**src/hw/tcr_pkg.sv**
```systemverilog
// Overview of operation
// - Low pointer byte supplies RAM address bits 7-0.
// - High pointer bits 2-0 supply address bits 10-8.
// - Selector routes the indirect window register.
// - Two low selector bits shared by both registers.
// - Configuration write clears selector bit two.
// - Configuration bit 7 holds software reset.
// - Software reset keeps interface type and configuration.
// - Software reset clears status, next ID, diagnostics.
// - Configuration bit 6 enables command chaining.
// - Transmit enable low silences driver enable; pulse outputs also, unless backplane set.
// - Transmit enable clears to zero on reset.
`default_nettype none

package tcr_pkg;

  ////////////////////////////////////////////////////////////////////////////////
  // Register byte offsets on the AXI4-Lite bus.
  localparam logic [4:0] TCR_OFS_PTR_HIGH = 5'h08;
  localparam logic [4:0] TCR_OFS_PTR_LOW = 5'h0c;
  localparam logic [4:0] TCR_OFS_SELECT = 5'h10;
  localparam logic [4:0] TCR_OFS_CONFIG = 5'h14;
  localparam logic [4:0] TCR_OFS_WINDOW = 5'h1c;
  localparam logic [4:0] TCR_OFS_STATUS = 5'h00;
  // Diagnostic flags are read-only; a write here answers SLVERR.
  localparam logic [4:0] TCR_OFS_DIAG = 5'h04;

  // Field positions.
  localparam int TCR_CFG_RESET_BIT = 7;
  localparam int TCR_CFG_CHAIN_BIT = 6;
  localparam int TCR_CFG_TRANSMIT_ENABLE_BIT_BIT = 5;
  localparam int TCR_CFG_BACKPLANE_BIT = 2;
  localparam int TCR_SEL_BIT2 = 2;

  // Reset values.
  localparam logic [7:0] TCR_CONFIG_RST = 8'h00;
  localparam logic [7:0] TCR_BYTE_RST = 8'h00;
  localparam logic [2:0] TCR_SEL_RST = 3'h0;

  // AXI responses.
  localparam logic [1:0] TCR_RESP_OKAY = 2'h0;
  localparam logic [1:0] TCR_RESP_SLVERR = 2'h2;

  // Indirect window selector codes.
  typedef enum logic [2:0] {
    TCR_WIN_TENTATIVE = 3'h0,
    TCR_WIN_NODE_ID = 3'h1,
    TCR_WIN_SETUP1 = 3'h2,
    TCR_WIN_NEXT_ID = 3'h3,
    TCR_WIN_SETUP2 = 3'h4
  } tcr_win_t;

  // Line output group carried together.
  typedef struct packed {
    logic line_driver_enable_out;
    logic line_pulse_out_a;
    logic line_pulse_out_b;
  } tcr_line_t;

endpackage : tcr_pkg

`default_nettype wire

```
**src/hw/tcr_line_gate.sv**
```systemverilog
`default_nettype none

// Gates raw transmitter requests with the enable and backplane setting.
module tcr_line_gate
  import tcr_pkg::*;
(
  input wire logic clk,
  input wire logic rst,
  input wire logic transmit_enable_bit,
  input wire logic backplane,
  input wire tcr_line_t raw_req,
  output tcr_line_t line_out
);

  ////////////////////////////////////////////////////////////////////////////////
  // Registered gating; outputs are active high requests, idle low.
  always_ff @(posedge clk or posedge rst)
  begin
    if (rst)
    begin
      line_out <= '0;
    end
    else
    begin
      line_out.line_driver_enable_out <= raw_req.line_driver_enable_out
                                         & transmit_enable_bit;
      // Pulse outputs are only gated when not in backplane mode.
      line_out.line_pulse_out_a <= raw_req.line_pulse_out_a
                                   & (transmit_enable_bit | backplane);
      line_out.line_pulse_out_b <= raw_req.line_pulse_out_b
                                   & (transmit_enable_bit | backplane);
    end
  end

endmodule : tcr_line_gate

`default_nettype wire

```
**src/hw/tcr_regs.sv**
```systemverilog
`default_nettype none

// Pointer, indirect select and configuration registers behind AXI4-Lite.
module tcr_regs
  import tcr_pkg::*;
(
  input wire logic clk,
  input wire logic rst,
  // AXI4-Lite slave.
  input wire logic [4:0] s_axi_awaddr,
  input wire logic s_axi_awvalid,
  output logic s_axi_awready,
  input wire logic [31:0] s_axi_wdata,
  input wire logic [3:0] s_axi_wstrb,
  input wire logic s_axi_wvalid,
  output logic s_axi_wready,
  output logic [1:0] s_axi_bresp,
  output logic s_axi_bvalid,
  input wire logic s_axi_bready,
  input wire logic [4:0] s_axi_araddr,
  input wire logic s_axi_arvalid,
  output logic s_axi_arready,
  output logic [31:0] s_axi_rdata,
  output logic [1:0] s_axi_rresp,
  output logic s_axi_rvalid,
  input wire logic s_axi_rready,
  // Interface type latched at hard reset release.
  input wire logic host_iface_mode,
  // Status bits set by the protocol engine.
  input wire logic [7:0] status_set,
  input wire logic [7:0] diag_set,
  input wire logic [7:0] next_id_in,
  input wire logic next_id_load,
  // Raw transmitter requests.
  input wire tcr_line_t raw_req,
  // Outputs towards the rest of the controller.
  output logic [10:0] ram_addr,
  output logic chaining_enable,
  output logic soft_reset,
  output logic iface_mode,
  output logic [7:0] tentative_id,
  output logic [7:0] node_id,
  output logic [7:0] setup1,
  output logic [7:0] setup2,
  output tcr_line_t line_out
);

  ////////////////////////////////////////////////////////////////////////////////
  // Storage.
  logic [7:0] ram_pointer_low_reg; // Low address byte.
  logic [7:0] ptr_high_reg; // High pointer register.
  logic [2:0] sel_reg; // Shared selector storage.
  logic [7:0] cfg_reg; // Configuration bits 7, 6, 5, 4, 3 and 2.
  logic [7:0] status_reg; // Status flags.
  logic [7:0] diag_reg; // Diagnostic flags.
  logic [7:0] next_id_reg; // Next ID.
  logic [7:0] tent_reg; // Tentative ID.
  logic [7:0] node_reg; // Node ID.
  logic [7:0] setup1_reg; // Setup 1.
  logic [7:0] setup2_reg; // Setup 2.
  logic iface_reg; // Detected host interface type.
  logic iface_taken_reg; // Set once the type has been latched.

  // Write channel holding.
  logic aw_held_reg;
  logic w_held_reg;
  logic [4:0] waddr_reg;
  logic [7:0] wbyte_reg;
  logic wlane_reg;

  logic wr_fire; // Both halves of a write present.
  logic [7:0] wr_byte;
  logic sreset; // Software reset level.

  ////////////////////////////////////////////////////////////////////////////////
  // Returns the indirect register selected by a code, zero if reserved.
  function automatic logic [7:0] win_read(input logic [2:0] code, input logic [7:0] t,
                                          input logic [7:0] n, input logic [7:0] s1,
                                          input logic [7:0] nx, input logic [7:0] s2);
    case (code)
      TCR_WIN_TENTATIVE: win_read = t;
      TCR_WIN_NODE_ID: win_read = n;
      TCR_WIN_SETUP1: win_read = s1;
      TCR_WIN_NEXT_ID: win_read = nx;
      TCR_WIN_SETUP2: win_read = s2;
      default: win_read = 8'h00;
    endcase
  endfunction : win_read

  assign sreset = cfg_reg[TCR_CFG_RESET_BIT];
  assign wr_fire = aw_held_reg & w_held_reg & ~s_axi_bvalid;
  assign wr_byte = wbyte_reg;

  ////////////////////////////////////////////////////////////////////////////////
  // Write address and data are captured independently in either order.
  always_ff @(posedge clk or posedge rst)
  begin
    if (rst)
    begin
      aw_held_reg <= 1'b0;
      w_held_reg <= 1'b0;
      waddr_reg <= 5'h00;
      wbyte_reg <= 8'h00;
      wlane_reg <= 1'b0;
      s_axi_bvalid <= 1'b0;
      s_axi_bresp <= TCR_RESP_OKAY;
    end
    else
    begin
      if (s_axi_awvalid && s_axi_awready)
      begin
        aw_held_reg <= 1'b1;
        waddr_reg <= s_axi_awaddr;
      end
      if (s_axi_wvalid && s_axi_wready)
      begin
        w_held_reg <= 1'b1;
        wbyte_reg <= s_axi_wdata[7:0];
        wlane_reg <= s_axi_wstrb[0];
      end
      if (wr_fire)
      begin
        // Response follows both halves; unmapped offsets answer SLVERR.
        aw_held_reg <= 1'b0;
        w_held_reg <= 1'b0;
        s_axi_bvalid <= 1'b1;
        case (waddr_reg)
          TCR_OFS_PTR_HIGH, TCR_OFS_PTR_LOW, TCR_OFS_SELECT, TCR_OFS_CONFIG,
          TCR_OFS_WINDOW, TCR_OFS_STATUS: s_axi_bresp <= TCR_RESP_OKAY;
          default: s_axi_bresp <= TCR_RESP_SLVERR;
        endcase
      end
      else if (s_axi_bvalid && s_axi_bready)
      begin
        s_axi_bvalid <= 1'b0;
      end
    end
  end

  // Ready while the corresponding half is not yet held.
  always_ff @(posedge clk or posedge rst)
  begin
    if (rst)
    begin
      s_axi_awready <= 1'b0;
      s_axi_wready <= 1'b0;
    end
    else
    begin
      s_axi_awready <= ~aw_held_reg & ~(s_axi_awvalid & s_axi_awready);
      s_axi_wready <= ~w_held_reg & ~(s_axi_wvalid & s_axi_wready);
    end
  end

  ////////////////////////////////////////////////////////////////////////////////
  // Pointer registers; only byte lane 0 carries data.
  always_ff @(posedge clk or posedge rst)
  begin
    if (rst)
    begin
      ram_pointer_low_reg <= TCR_BYTE_RST;
      ptr_high_reg <= TCR_BYTE_RST;
    end
    else if (wr_fire && wlane_reg)
    begin
      if (waddr_reg == TCR_OFS_PTR_LOW)
      begin
        ram_pointer_low_reg <= wr_byte;
      end
      if (waddr_reg == TCR_OFS_PTR_HIGH)
      begin
        ptr_high_reg <= wr_byte;
      end
    end
  end

  ////////////////////////////////////////////////////////////////////////////////
  // Configuration and the shared selector. Untouched by software reset.
  always_ff @(posedge clk or posedge rst)
  begin
    if (rst)
    begin
      cfg_reg <= TCR_CONFIG_RST;
      sel_reg <= TCR_SEL_RST;
    end
    else if (wr_fire && wlane_reg)
    begin
      if (waddr_reg == TCR_OFS_CONFIG)
      begin
        cfg_reg <= {wr_byte[7:2], 2'b00};
        sel_reg <= {1'b0, wr_byte[1:0]};
      end
      else if (waddr_reg == TCR_OFS_SELECT)
      begin
        // Bits 7-3 are expected to be written as zero and are not stored.
        sel_reg <= wr_byte[2:0];
      end
    end
  end

  ////////////////////////////////////////////////////////////////////////////////
  // Indirect window registers; software reset affects only next ID here.
  always_ff @(posedge clk or posedge rst)
  begin
    if (rst)
    begin
      tent_reg <= TCR_BYTE_RST;
      node_reg <= TCR_BYTE_RST;
      setup1_reg <= TCR_BYTE_RST;
      setup2_reg <= TCR_BYTE_RST;
    end
    else if (wr_fire && wlane_reg && waddr_reg == TCR_OFS_WINDOW)
    begin
      case (sel_reg)
        TCR_WIN_TENTATIVE: tent_reg <= wr_byte;
        TCR_WIN_NODE_ID: node_reg <= wr_byte;
        TCR_WIN_SETUP1: setup1_reg <= wr_byte;
        TCR_WIN_SETUP2: setup2_reg <= wr_byte;
        default: ;
      endcase
    end
  end

  // Next ID, status and diagnostics are cleared while software reset stands.
  always_ff @(posedge clk or posedge rst)
  begin
    if (rst)
    begin
      next_id_reg <= TCR_BYTE_RST;
      status_reg <= TCR_BYTE_RST;
      diag_reg <= TCR_BYTE_RST;
    end
    else if (sreset)
    begin
      next_id_reg <= TCR_BYTE_RST;
      status_reg <= TCR_BYTE_RST;
      diag_reg <= TCR_BYTE_RST;
    end
    else
    begin
      if (next_id_load)
      begin
        next_id_reg <= next_id_in;
      end
      // A set in the same cycle as a clear wins.
      if (wr_fire && wlane_reg && waddr_reg == TCR_OFS_STATUS)
      begin
        status_reg <= (status_reg & ~wr_byte) | status_set;
      end
      else
      begin
        status_reg <= status_reg | status_set;
      end
      diag_reg <= diag_reg | diag_set;
    end
  end

  // Interface type is caught once after hard reset, never by software reset.
  always_ff @(posedge clk or posedge rst)
  begin
    if (rst)
    begin
      iface_reg <= 1'b0;
      iface_taken_reg <= 1'b0;
    end
    else if (!iface_taken_reg)
    begin
      iface_reg <= host_iface_mode;
      iface_taken_reg <= 1'b1;
    end
  end

  ////////////////////////////////////////////////////////////////////////////////
  // Read channel: one cycle to answer; unmapped offsets answer SLVERR.
  always_ff @(posedge clk or posedge rst)
  begin
    if (rst)
    begin
      s_axi_arready <= 1'b0;
      s_axi_rvalid <= 1'b0;
      s_axi_rdata <= 32'h0000_0000;
      s_axi_rresp <= TCR_RESP_OKAY;
    end
    else
    begin
      s_axi_arready <= ~s_axi_rvalid & ~(s_axi_arvalid & s_axi_arready);
      if (s_axi_arvalid && s_axi_arready)
      begin
        s_axi_rvalid <= 1'b1;
        s_axi_rresp <= TCR_RESP_OKAY;
        case (s_axi_araddr)
          TCR_OFS_PTR_LOW: s_axi_rdata <= {24'h000000, ram_pointer_low_reg};
          TCR_OFS_PTR_HIGH: s_axi_rdata <= {24'h000000, ptr_high_reg};
          TCR_OFS_SELECT: s_axi_rdata <= {29'h0, sel_reg};
          TCR_OFS_CONFIG: s_axi_rdata <= {24'h000000, cfg_reg[7:2], sel_reg[1:0]};
          TCR_OFS_STATUS: s_axi_rdata <= {24'h000000, status_reg};
          TCR_OFS_DIAG: s_axi_rdata <= {24'h000000, diag_reg};
          TCR_OFS_WINDOW: s_axi_rdata <= {24'h000000, win_read(sel_reg, tent_reg,
                                          node_reg, setup1_reg, next_id_reg,
                                          setup2_reg)};
          default:
          begin
            s_axi_rdata <= 32'h0000_0000;
            s_axi_rresp <= TCR_RESP_SLVERR;
          end
        endcase
      end
      else if (s_axi_rvalid && s_axi_rready)
      begin
        s_axi_rvalid <= 1'b0;
      end
    end
  end

  ////////////////////////////////////////////////////////////////////////////////
  // Registered outputs to the rest of the controller.
  always_ff @(posedge clk or posedge rst)
  begin
    if (rst)
    begin
      ram_addr <= 11'h000;
      chaining_enable <= 1'b0;
      soft_reset <= 1'b0;
      iface_mode <= 1'b0;
      tentative_id <= 8'h00;
      node_id <= 8'h00;
      setup1 <= 8'h00;
      setup2 <= 8'h00;
    end
    else
    begin
      ram_addr <= {ptr_high_reg[2:0], ram_pointer_low_reg};
      chaining_enable <= cfg_reg[TCR_CFG_CHAIN_BIT];
      soft_reset <= sreset;
      iface_mode <= iface_reg;
      tentative_id <= tent_reg;
      node_id <= node_reg;
      setup1 <= setup1_reg;
      setup2 <= setup2_reg;
    end
  end

  // Line output gating.
  tcr_line_gate u_gate (
    .clk(clk),
    .rst(rst),
    .transmit_enable_bit(cfg_reg[TCR_CFG_TRANSMIT_ENABLE_BIT_BIT]),
    .backplane(cfg_reg[TCR_CFG_BACKPLANE_BIT]),
    .raw_req(raw_req),
    .line_out(line_out)
  );

endmodule : tcr_regs

`default_nettype wire

```
**config.mk**
```make
export PLATFORM = sky130hd
export DESIGN_NAME = tcr_regs
export DESIGN_NICKNAME = d
export VERILOG_FILES = /design/src/hw/tcr_pkg.sv /design/src/hw/tcr_line_gate.sv /design/src/hw/tcr_regs.sv
export SDC_FILE = /design/constraint.sdc
export NUM_CORES = 1
export LEC_CHECK = 0
export ABC_AREA = 1
export BUFFER_PORTS_ARGS = -buffer_cell sky130_fd_sc_hd__buf_2
export CAP_MARGIN = 25
export CORE_ASPECT_RATIO = 0.9
export CORE_MARGIN = 2
export CORE_UTILIZATION = 30
export DETAILED_ROUTE_END_ITERATION = 12
export GPL_TIMING_DRIVEN = 1
export PLACE_DENSITY_LB_ADDON = 0.12
export SETUP_SLACK_MARGIN = 0.02
export SLEW_MARGIN = 10
export SYNTH_ARGS = -nofsm -noshare
export SYNTH_HDL_FRONTEND = slang
export SYNTH_HIERARCHICAL = 1
export SYNTH_SLANG_ARGS = --single-unit
export TNS_END_PERCENT = 1
```
**constraint.sdc**
```tcl
create_clock -name clk -period 5.3 [get_ports clk]
set_clock_uncertainty 0.15 [all_clocks]
set_input_delay 0.265 -clock clk [delete_from_list [all_inputs] [get_ports clk]]
set_output_delay 0.265 -clock clk [all_outputs]
set_load 0.005 [all_outputs]
```
Yosys cells after proc, flatten, opt, wreduce, memory -nomap -nowiden --
Index checks and enable logic that the tools add are counted.
Storage, ports and cells: register bits 189, bits of input ports 82, output and inout bits 90, word-level logic and storage cells 122
Operators by class: equality and inequality tests 15, mux-type cells 19, bitwise gates (word level) 24, reduce and logical (&&, ||, !) cells 27
Operators with widths (count):
- one-hot mux 8 bit (7 select lines) | 1
- 2-to-1 mux 8 bit | 5
- one-hot mux 8 bit (5 select lines) | 1
- equality test 5 bit, second input constant | 6
- OR 8 bit | 3
- equality test 5 x 4 -> 1 bit, second input constant | 4
- AND reduction 2 bit | 8
- nonzero test 2 bit | 6
- bitwise AND 1 bit | 11
- logical NOT 5 bit | 2
- bitwise AND 8 bit | 1
- logical AND 1 bit | 8
- 2-to-1 mux 1 bit | 8
- inverter 8 bit | 1
- inverter 1 bit | 7
- OR reduction 7 bit | 1
- equality test 3 x 2 -> 1 bit, second input constant | 2
- 2-to-1 mux 3 bit | 2
- OR reduction 6 bit | 1
- equality test 5 x 3 -> 1 bit, second input constant | 1
- 2-to-1 mux 2 bit | 2
- equality test 3 x 1 -> 1 bit, second input constant | 1
- equality test 3 bit, second input constant | 1
- logical NOT 3 bit | 1
- OR 1 bit | 1

Depth between registers and ports, before layout --
Gate-level depths: netlist of run 1.
depth in word-level cells 6, gate-level depth with buffers 11, mapped depth without buffers 9

Hierarchy --
The synthesis of run 1 kept the hierarchy.
Modules (own cells, without submodules):
- tcr_regs | times used 1, cells each 680, area an instance 6496.2 sq um, sequential area each 4003.8 sq um
- tcr_line_gate | times used 1, cells each 11, area an instance 105.1 sq um, sequential area each 75.1 sq um

Worst setup path before layout of run 1 --
No wires, ideal clock.
kind flip-flop to flip-flop, from register s_axi_bvalid, to register setup2_reg[0], arrival time 1327 ps, required time 5026 ps, setup slack 3700 ps, cell stages (with the launch flop) 9, path buffers 1, cells stage by stage dfrtp_1 > inv_1 > nand3_2 > nor2_4 > and3_4 > nand3_4 > buf_6 > nand2_2 > o21ai_2
On the way: cells in the longest elaborated chain, start to end 5
RTL lines:
- start, declared | line tcr_regs.sv:18 | output logic s_axi_bvalid,
- start signal, assigned | line tcr_regs.sv:105 | s_axi_bvalid <= 1'b0;
- start signal, assigned | line tcr_regs.sv:126 | s_axi_bvalid <= 1'b1;
- start signal, assigned | line tcr_regs.sv:135 | s_axi_bvalid <= 1'b0;
- inverter 1 bit | line tcr_regs.sv:91 | assign wr_fire = aw_held_reg & w_held_reg & ~s_axi_bvalid;
- bitwise AND 1 bit | line tcr_regs.sv:91
- logical AND 1 bit (2 in series) | line tcr_regs.sv:212 | else if (wr_fire && wlane_reg && waddr_reg == TCR_OFS_WINDOW)
- AND reduction 2 bit (no source line)
- end signal, assigned | line tcr_regs.sv:218 | TCR_WIN_SETUP2: setup2_reg <= wr_byte;
- end, declared | line tcr_regs.sv:60 | logic [7:0] setup2_reg;
No other way between the ends. A chain may end at the register's enable or synchronous reset.

Final worst setup path of run 1 --
from register sel_reg[2], to register s_axi_rdata[4]
On the way: cells in the longest elaborated chain, start to end 3, elaborated cells on any way between the ends 7
RTL lines:
- start, declared | line tcr_regs.sv:52 | logic [2:0] sel_reg;
- start signal, assigned | line tcr_regs.sv:191 | sel_reg <= {1'b0, wr_byte[1:0]};
- start signal, assigned | line tcr_regs.sv:196 | sel_reg <= wr_byte[2:0];
- equality test 3 bit, or another cell as far along | line tcr_regs.sv:80 | case (code)
- one-hot mux 8 bit (5 select lines) * | line tcr_regs.sv:80
- one-hot mux 8 bit (7 select lines) * | line tcr_regs.sv:291 | case (s_axi_araddr)
- end signal, assigned | line tcr_regs.sv:292 | TCR_OFS_PTR_LOW: s_axi_rdata <= {24'h000000, ram_pointer_low_reg};
- end signal, assigned | line tcr_regs.sv:293 | TCR_OFS_PTR_HIGH: s_axi_rdata <= {24'h000000, ptr_high_reg};
- end signal, assigned | line tcr_regs.sv:294 | TCR_OFS_SELECT: s_axi_rdata <= {29'h0, sel_reg};
- end, declared | line tcr_regs.sv:23 | output logic [31:0] s_axi_rdata,
Every way passes the cells marked *; elsewhere a longest branch is shown, timed or not.

==> results of run 1 <==
layout make-up:
class                      count  area (um^2)
tap                          291          364
fill                        2176        13200
clock inverter                 8         76.3
multi-input combinational    444         2070
clock buffer                  24          492
timing repair buffer         168         1110
sequential                   163         4080
inverter                      62          238
where the power goes:
part | internal (uW) | switching, uW | total [uW] | leakage [uW]
clock network | 695 | 489 | 1180 | 0.000272
registers | 1520 | 222 | 1740 | 0.00213
logic | 261 | 534 | 795 | 0.00191
total | 2480 | 1250 | 3720 | 0.00431
timing repair:
action,4_1_cts,5_1_grt
setup buffers,0,0
hold buffers,48,0
endpoints found under the hold margin,92,0
routing by layer:
metal  vias to the layer above  GRT usage [%]  part of all wire, %
met4                         0           4.93                  1.4
met2                       167           24.4                   44
met3                        14           3.99                  5.5
met5                         -              0                    0
met1                      2472           22.4                   49
li1                       2502              -                    -
how the worst max path moves through the flow:
stage	startpoint	to	slack, ns	depth (start not counted)
after floorplan	rst	aw_held_reg	0.57	1
after detailed placement	sel_reg[2]	s_axi_rdata[3]	2.85	9
after global placement	sel_reg[2]	s_axi_rdata[3]	2.84	9
after CTS	sel_reg[2]	s_axi_rdata[3]	2.85	9
after global routing	sel_reg[2]	s_axi_rdata[3]	2.64	9
final	sel_reg[2]	s_axi_rdata[4]	2.86	9
through the flow:
step,util [%],total power (uW),instances,instance area (um^2)
final,38.9,3720,1160,8420
after global placement,34.0,2510,1079,7350
after CTS,38.8,3770,1159,8400
after floorplan,-,2180,716,6700
after global routing,38.9,3960,1160,8420
after detailed placement,34.0,2530,1079,7350
cell families after synthesis:
family / share of synthesized area [%]
mux: 0.171
flops: 61.8
simple gates: 20.4
compound gates: 9.25
other cells: 0.114
buf+inv: 8.30
layout by cell type (no fill, tap or decap):
cell type	count
nand2_1	191
nor2_1	41
nand4_1	18
buf_4	1
clkbuf_1	3
clkbuf_16	17
nand3_4	1
or2_2	1
mux2_2	1
bufinv_16	1
nand2_4	3
conb_1	27
buf_2	118
clkinv_4	1
clkinv_2	3
a31oi_1	1
buf_16	1
a21oi_1	10
clkinvlp_4	3
inv_6	1
nand3_2	1
clkinv_1	1
nor3_1	1
clkbuf_8	4
inv_2	1
o21ai_1	23
and3_4	1
nor4_1	1
dfrtp_1	163
dlygate4sd3_1	48
nand3_1	40
nand2_2	3
nor2_2	3
inv_1	59
nor2_4	3
a31o_2	1
o31ai_1	2
o21ai_2	16
o21ai_0	55
worst reg2reg max path, delay by kind of cell, from the launching register on:
| kind | cells | cell delay, ns |
|---|---|---|
| simple gates | 6 | 0.59 |
| buf+inv | 2 | 0.64 |
| compound gates | 1 | 0.23 |
| flops | 1 | 0.73 |
==> results.sh, run 1 <==
export IMPL_finalCritPeriodShare_pct=46.1
export IMPL_period_needed_ns=2.44
export IMPL_yosys_register_bits=163
export IMPL_drive_gt1_share_pct=21.3
export IMPL_ys_flop_type="dfrtp_1"
export IMPL_hold_viol=0
export IMPL_critPathMostFrequentCell="nand2_1"
export IMPL_synthTopCellsByCount="nand2_1, dfrtp_1, inv_1"
export IMPL_grt_use_total_pct=16.0
export IMPL_max_clock_path_buffers=2
export IMPL_yosysMostFrequentCell="nand2_1"
export IMPL_grt_antenna_before_repair=0
export IMPL_row_count=51
export IMPL_ys_seq_area_share_pct=61.8
export IMPL_rsz0062_at_grt="no"
export IMPL_crit_family="flip-flops"
export IMPL_drt_wl_total_um=18000
export IMPL_hold_worst_slack_ns=0.0328
export IMPL_timing_slew_headroom_pct=49.9
export IMPL_critical_path_class="reg -> reg"
export IMPL_maxCapViolations=0
export IMPL_worstMarginPinSlew_ns=0.752
export IMPL_grt_max_degree=110
export IMPL_whs_endpoint="s_axi_rresp[1]"
export IMPL_critical_path_buf_inv_count=2
export IMPL_setup_viol_count_final=0
export IMPL_worst_ep_arrival_time_ns=2.60
export IMPL_slowest_delay_ns=0.73
export IMPL_dp_slack_ns=2.85
export IMPL_grt_overflow_total=0
export IMPL_min_delay_start="s_axi_araddr[0]"
export IMPL_r2r_end="s_axi_rdata[4]"
export IMPL_tns_ns=0
export IMPL_drt_antenna_violating_nets=0
export IMPL_path_cells="inv_1, nand3_1, inv_2, nand2_1, nand2_1, o21ai_0, nand2_1, nand2_1, nand2_1"
export IMPL_synthTopCellsByArea="dfrtp_1, nand2_1, o21ai_0, inv_1, buf_4"
export IMPL_area_growth_pct=27.6
export IMPL_drv_slew=0
export IMPL_synth_warnings=6
export IMPL_vias=5155
export IMPL_r2r_cells=9
export IMPL_ys_types=32
export IMPL_root_buffer="clkbuf_16"
export IMPL_final_nets=938
export IMPL_slowest_stage="dfrtp_1"
export IMPL_synth_edf_count=0
export IMPL_first_pass_iters=5
export IMPL_numPortBuffers=118
export IMPL_synth_top_area_cell="dfrtp_1"
export IMPL_grt_pass1_vias=5043
export IMPL_hp_class="in -> reg"
export IMPL_critPathRequiredTime_ns=5.46
export IMPL_startpoint_type="flop"
export IMPL_synth_cells=691
export IMPL_grt_pass1_wl_um=28000
export IMPL_min_path_cells=3
export IMPL_max_vdd_ir_drop_v=0.000198
export IMPL_ys_async_sr_fraction_pct=100
export IMPL_yosysTopAreaCellShare_pct=61.8
export IMPL_core_area_um2=21600
export IMPL_power_density_nw_per_um2=442
export IMPL_gp_congestion=0.897
export IMPL_p_leak_uw=0.00431
export IMPL_drt_iter0_markers=394
export IMPL_wl_per_cell_um=15.5
export IMPL_num_io_pins=172
export IMPL_initial_utilization_pct=30.5
export IMPL_cts_buffers=17
export IMPL_die_w_um=160
export IMPL_drc=0
export IMPL_clock_latency_ns=0.42
export IMPL_hpwl_um=12400
export IMPL_cts_max_level=4
export IMPL_critPathMaxFanout=23
export IMPL_reg2reg_from="sel_reg[2]"
export IMPL_r2r_slack_ns=2.86
export IMPL_postCtsResizedCells=0
export IMPL_die_h_um=145
export IMPL_antenna_cells=0
export IMPL_max_freq_mhz=410
export IMPL_via_per_inst=4.44
export IMPL_worstSetupEndpointType="flop"
export IMPL_synth_area_per_cell_um2=9.55
export IMPL_clk_pin_slew_ns=0.06
export IMPL_cts_sinks=163
export IMPL_synth_area_um2=6600
export IMPL_status="finished, final reports clean"
export IMPL_cts_tree="done"
export IMPL_die_area_um2=23200
export IMPL_fin_ws_ns=2.86
Note: power is estimated with default switching activity, not from simulation.
==> inputs of run 2 (changes only) <==
==> constraint.sdc (replaced) <==
create_clock -name clk -period 2.4 [get_ports clk]
set_clock_uncertainty 0.15 [all_clocks]
set_input_delay 0.12 -clock clk [delete_from_list [all_inputs] [get_ports clk]]
set_output_delay 0.12 -clock clk [all_outputs]
set_load 0.005 [all_outputs]
==> run 2 against run 1 <==
  * Cell count is 2.1% higher
  * Core utilization rose by 1.1 points
  * Hold slack improved by 0.012 ns
  * First-iteration DRC count down 11%
  * Clock power rose by 130%
  * Sequential cell count stayed put
  * Largest cell class unchanged
  * Non-clock buffer count up 24
  * Critical path type unchanged
  * Combinational power is 150% higher
  * Critical endpoint is now waddr_reg[1]
  * Sequential share of layout area fell by 1.3 points
  * Register-to-register slack lost 2.7 ns
==> results.sh, run 2 (synthesis gave the netlist of run 1 again) <==
export IMPL_status="finished, final reports clean"
export IMPL_final_seq_area_um2=4080
export IMPL_min_path_cells=4
export IMPL_p_int_uw=5630
export IMPL_final_common_cell="nand2_1"
export IMPL_grt_max_degree=115
export IMPL_comb_power_share_pct=23.2
export IMPL_core_area_um2=21600
export IMPL_critPathRequiredTime_ns=2.56
export IMPL_nFillCells=2169
export IMPL_final_nets=962
export IMPL_hp_class="in -> reg"
export IMPL_placed_cells=1088
export IMPL_drt_wl_total_um=17800
export IMPL_rsz0062_at_grt="no"
export IMPL_root_buffer="clkbuf_16"
export IMPL_die_w_um=160
export IMPL_antenna_cells=0
export IMPL_grt_pass1_vias=5104
export IMPL_grt_pass1_wl_um=28000
export IMPL_tns_ns=0
export IMPL_numPortBuffers=118
export IMPL_drt_antenna_violating_nets=0
export IMPL_worst_ep_arrival_time_ns=2.39
export IMPL_multiInputGateArea_um2=2070
export IMPL_grt_use_total_pct=16.0
export IMPL_pwr_share_seq_pct=44.8
export IMPL_p_leak_uw=0.00440
export IMPL_final_cell_mix="nand2_1, dfrtp_1, buf_2"
export IMPL_via_per_inst=4.43
export IMPL_drt_iter0_markers=351
export IMPL_hold_viol=0
export IMPL_max_clock_path_buffers=2
export IMPL_drive_gt1_share_pct=21.8
export IMPL_cts_buffers=17
export IMPL_row_count=51
export IMPL_cts_max_level=4
export IMPL_critPathMaxFanout=10
export IMPL_area_growth_pct=31.1
export IMPL_clock_latency_ns=0.42
export IMPL_r2r_slack_ns=0.17
export IMPL_crit_path_start="s_axi_awready"
export IMPL_cts_tree="done"
export IMPL_finalCritPeriodShare_pct=93.0
export IMPL_first_pass_iters=4
export IMPL_maxCapViolations=0
export IMPL_whs_endpoint="s_axi_rdata[0]"
export IMPL_drv_slew=0
export IMPL_startpoint_type="flop"
export IMPL_worstMarginPinSlew_ns=0.625
export IMPL_hpwl_um=12500
export IMPL_p_sw_share_pct=33.1
export IMPL_initial_utilization_pct=30.5
export IMPL_setup_viol_count_final=0
export IMPL_max_freq_mhz=448
export IMPL_pwr_share_clk_pct=32.0
export IMPL_timing_slew_headroom_pct=58.4
export IMPL_wl_per_cell_um=15.1
export IMPL_power_density_nw_per_um2=972
export IMPL_min_delay_start="s_axi_arvalid"
export IMPL_netSwitchingPower_uw=2780
export IMPL_critical_path_class="reg -> reg"
export IMPL_num_io_pins=172
export IMPL_max_vdd_ir_drop_v=0.000422
export IMPL_r2r_end="waddr_reg[1]"
export IMPL_cts_sinks=163
export IMPL_vias=5246
export IMPL_grt_overflow_total=0
export IMPL_grt_antenna_before_repair=0
export IMPL_drc=0
export IMPL_die_area_um2=23200
export IMPL_finalNonFillerCells=1184
export IMPL_gp_congestion=0.918
export IMPL_reg2reg_from="s_axi_awready"
export IMPL_clk_pin_slew_ns=0.06
export IMPL_period_needed_ns=2.23
export IMPL_die_h_um=145
export IMPL_utilization_pct=40.0
export IMPL_worstSetupEndpointType="flop"
export IMPL_r2r_cells=6
[run 2: critical path: stages, from the launching register on]
cell	delay, ns
dfrtp_1	0.37
nand2_1	0.10
clkinv_1	0.24
nand2_1	0.11
dlygate4sd3_1	0.55
nand2_1	0.05
dlygate4sd3_1	0.54
[run 2: worst max path at each step]
stage,slack (ns),end,cells past startpoint
finish,0.17,waddr_reg[1],6
global route,0.04,waddr_reg[0],6
CTS,0.20,waddr_reg[1],6
detailed placement,0.54,ram_pointer_low_reg[5],5
global placement,0.55,s_axi_rdata[3],9
floorplan,0.10,aw_held_reg,1
[run 2: routing by layer]
| metal | track usage, % | wire length [um] |
|---|---|---|
| met1 | 21.7 | 8300 |
| met2 | 25.5 | 8170 |
| met3 | 3.13 | 954 |
| met4 | 6.50 | 387 |
| met5 | 0 | 0 |
[run 2: area by class of cell]
type / instances / share of cell area, %
sequential: 163 / 47.1
multi-input combinational: 444 / 23.9
timing repair buffer: 192 / 15.2
clock buffer: 20 / 5.28
tap: 291 / 4.21
inverter: 62 / 2.73
clock inverter: 12 / 1.49
[run 2: metrics by stage]
stage	power (uW)	cell area (um^2)	setup WS [ns]	hold WS [ns]
2_1_floorplan	4830	6700	0.101	-0.276
3_3_place_gp	5610	7430	0.548	-0.137
4_1_cts	8530	8650	0.197	0.0259
6_report	8410	8650	0.168	0.0452
3_5_place_dp	5650	7430	0.537	-0.127
5_1_grt	8950	8650	0.0398	0.0762
[run 2: power groups by stage]
stage / sequential (uW) / combinational (uW) / clock, uW
floorplan: 3690 / 1140 / 0
global placement: 3810 / 1790 / 0
detailed placement: 3820 / 1830 / 0
CTS: 3780 / 1980 / 2770
global route: 3860 / 2210 / 2880
finish: 3770 / 1950 / 2690
[run 2: timing repair]
action | in CTS | in global routing
hold buffers | 64 | 0
gates resized for setup | 0 | 0
buffers inserted | 0 | 0
endpoints found under the hold margin | 209 | 0
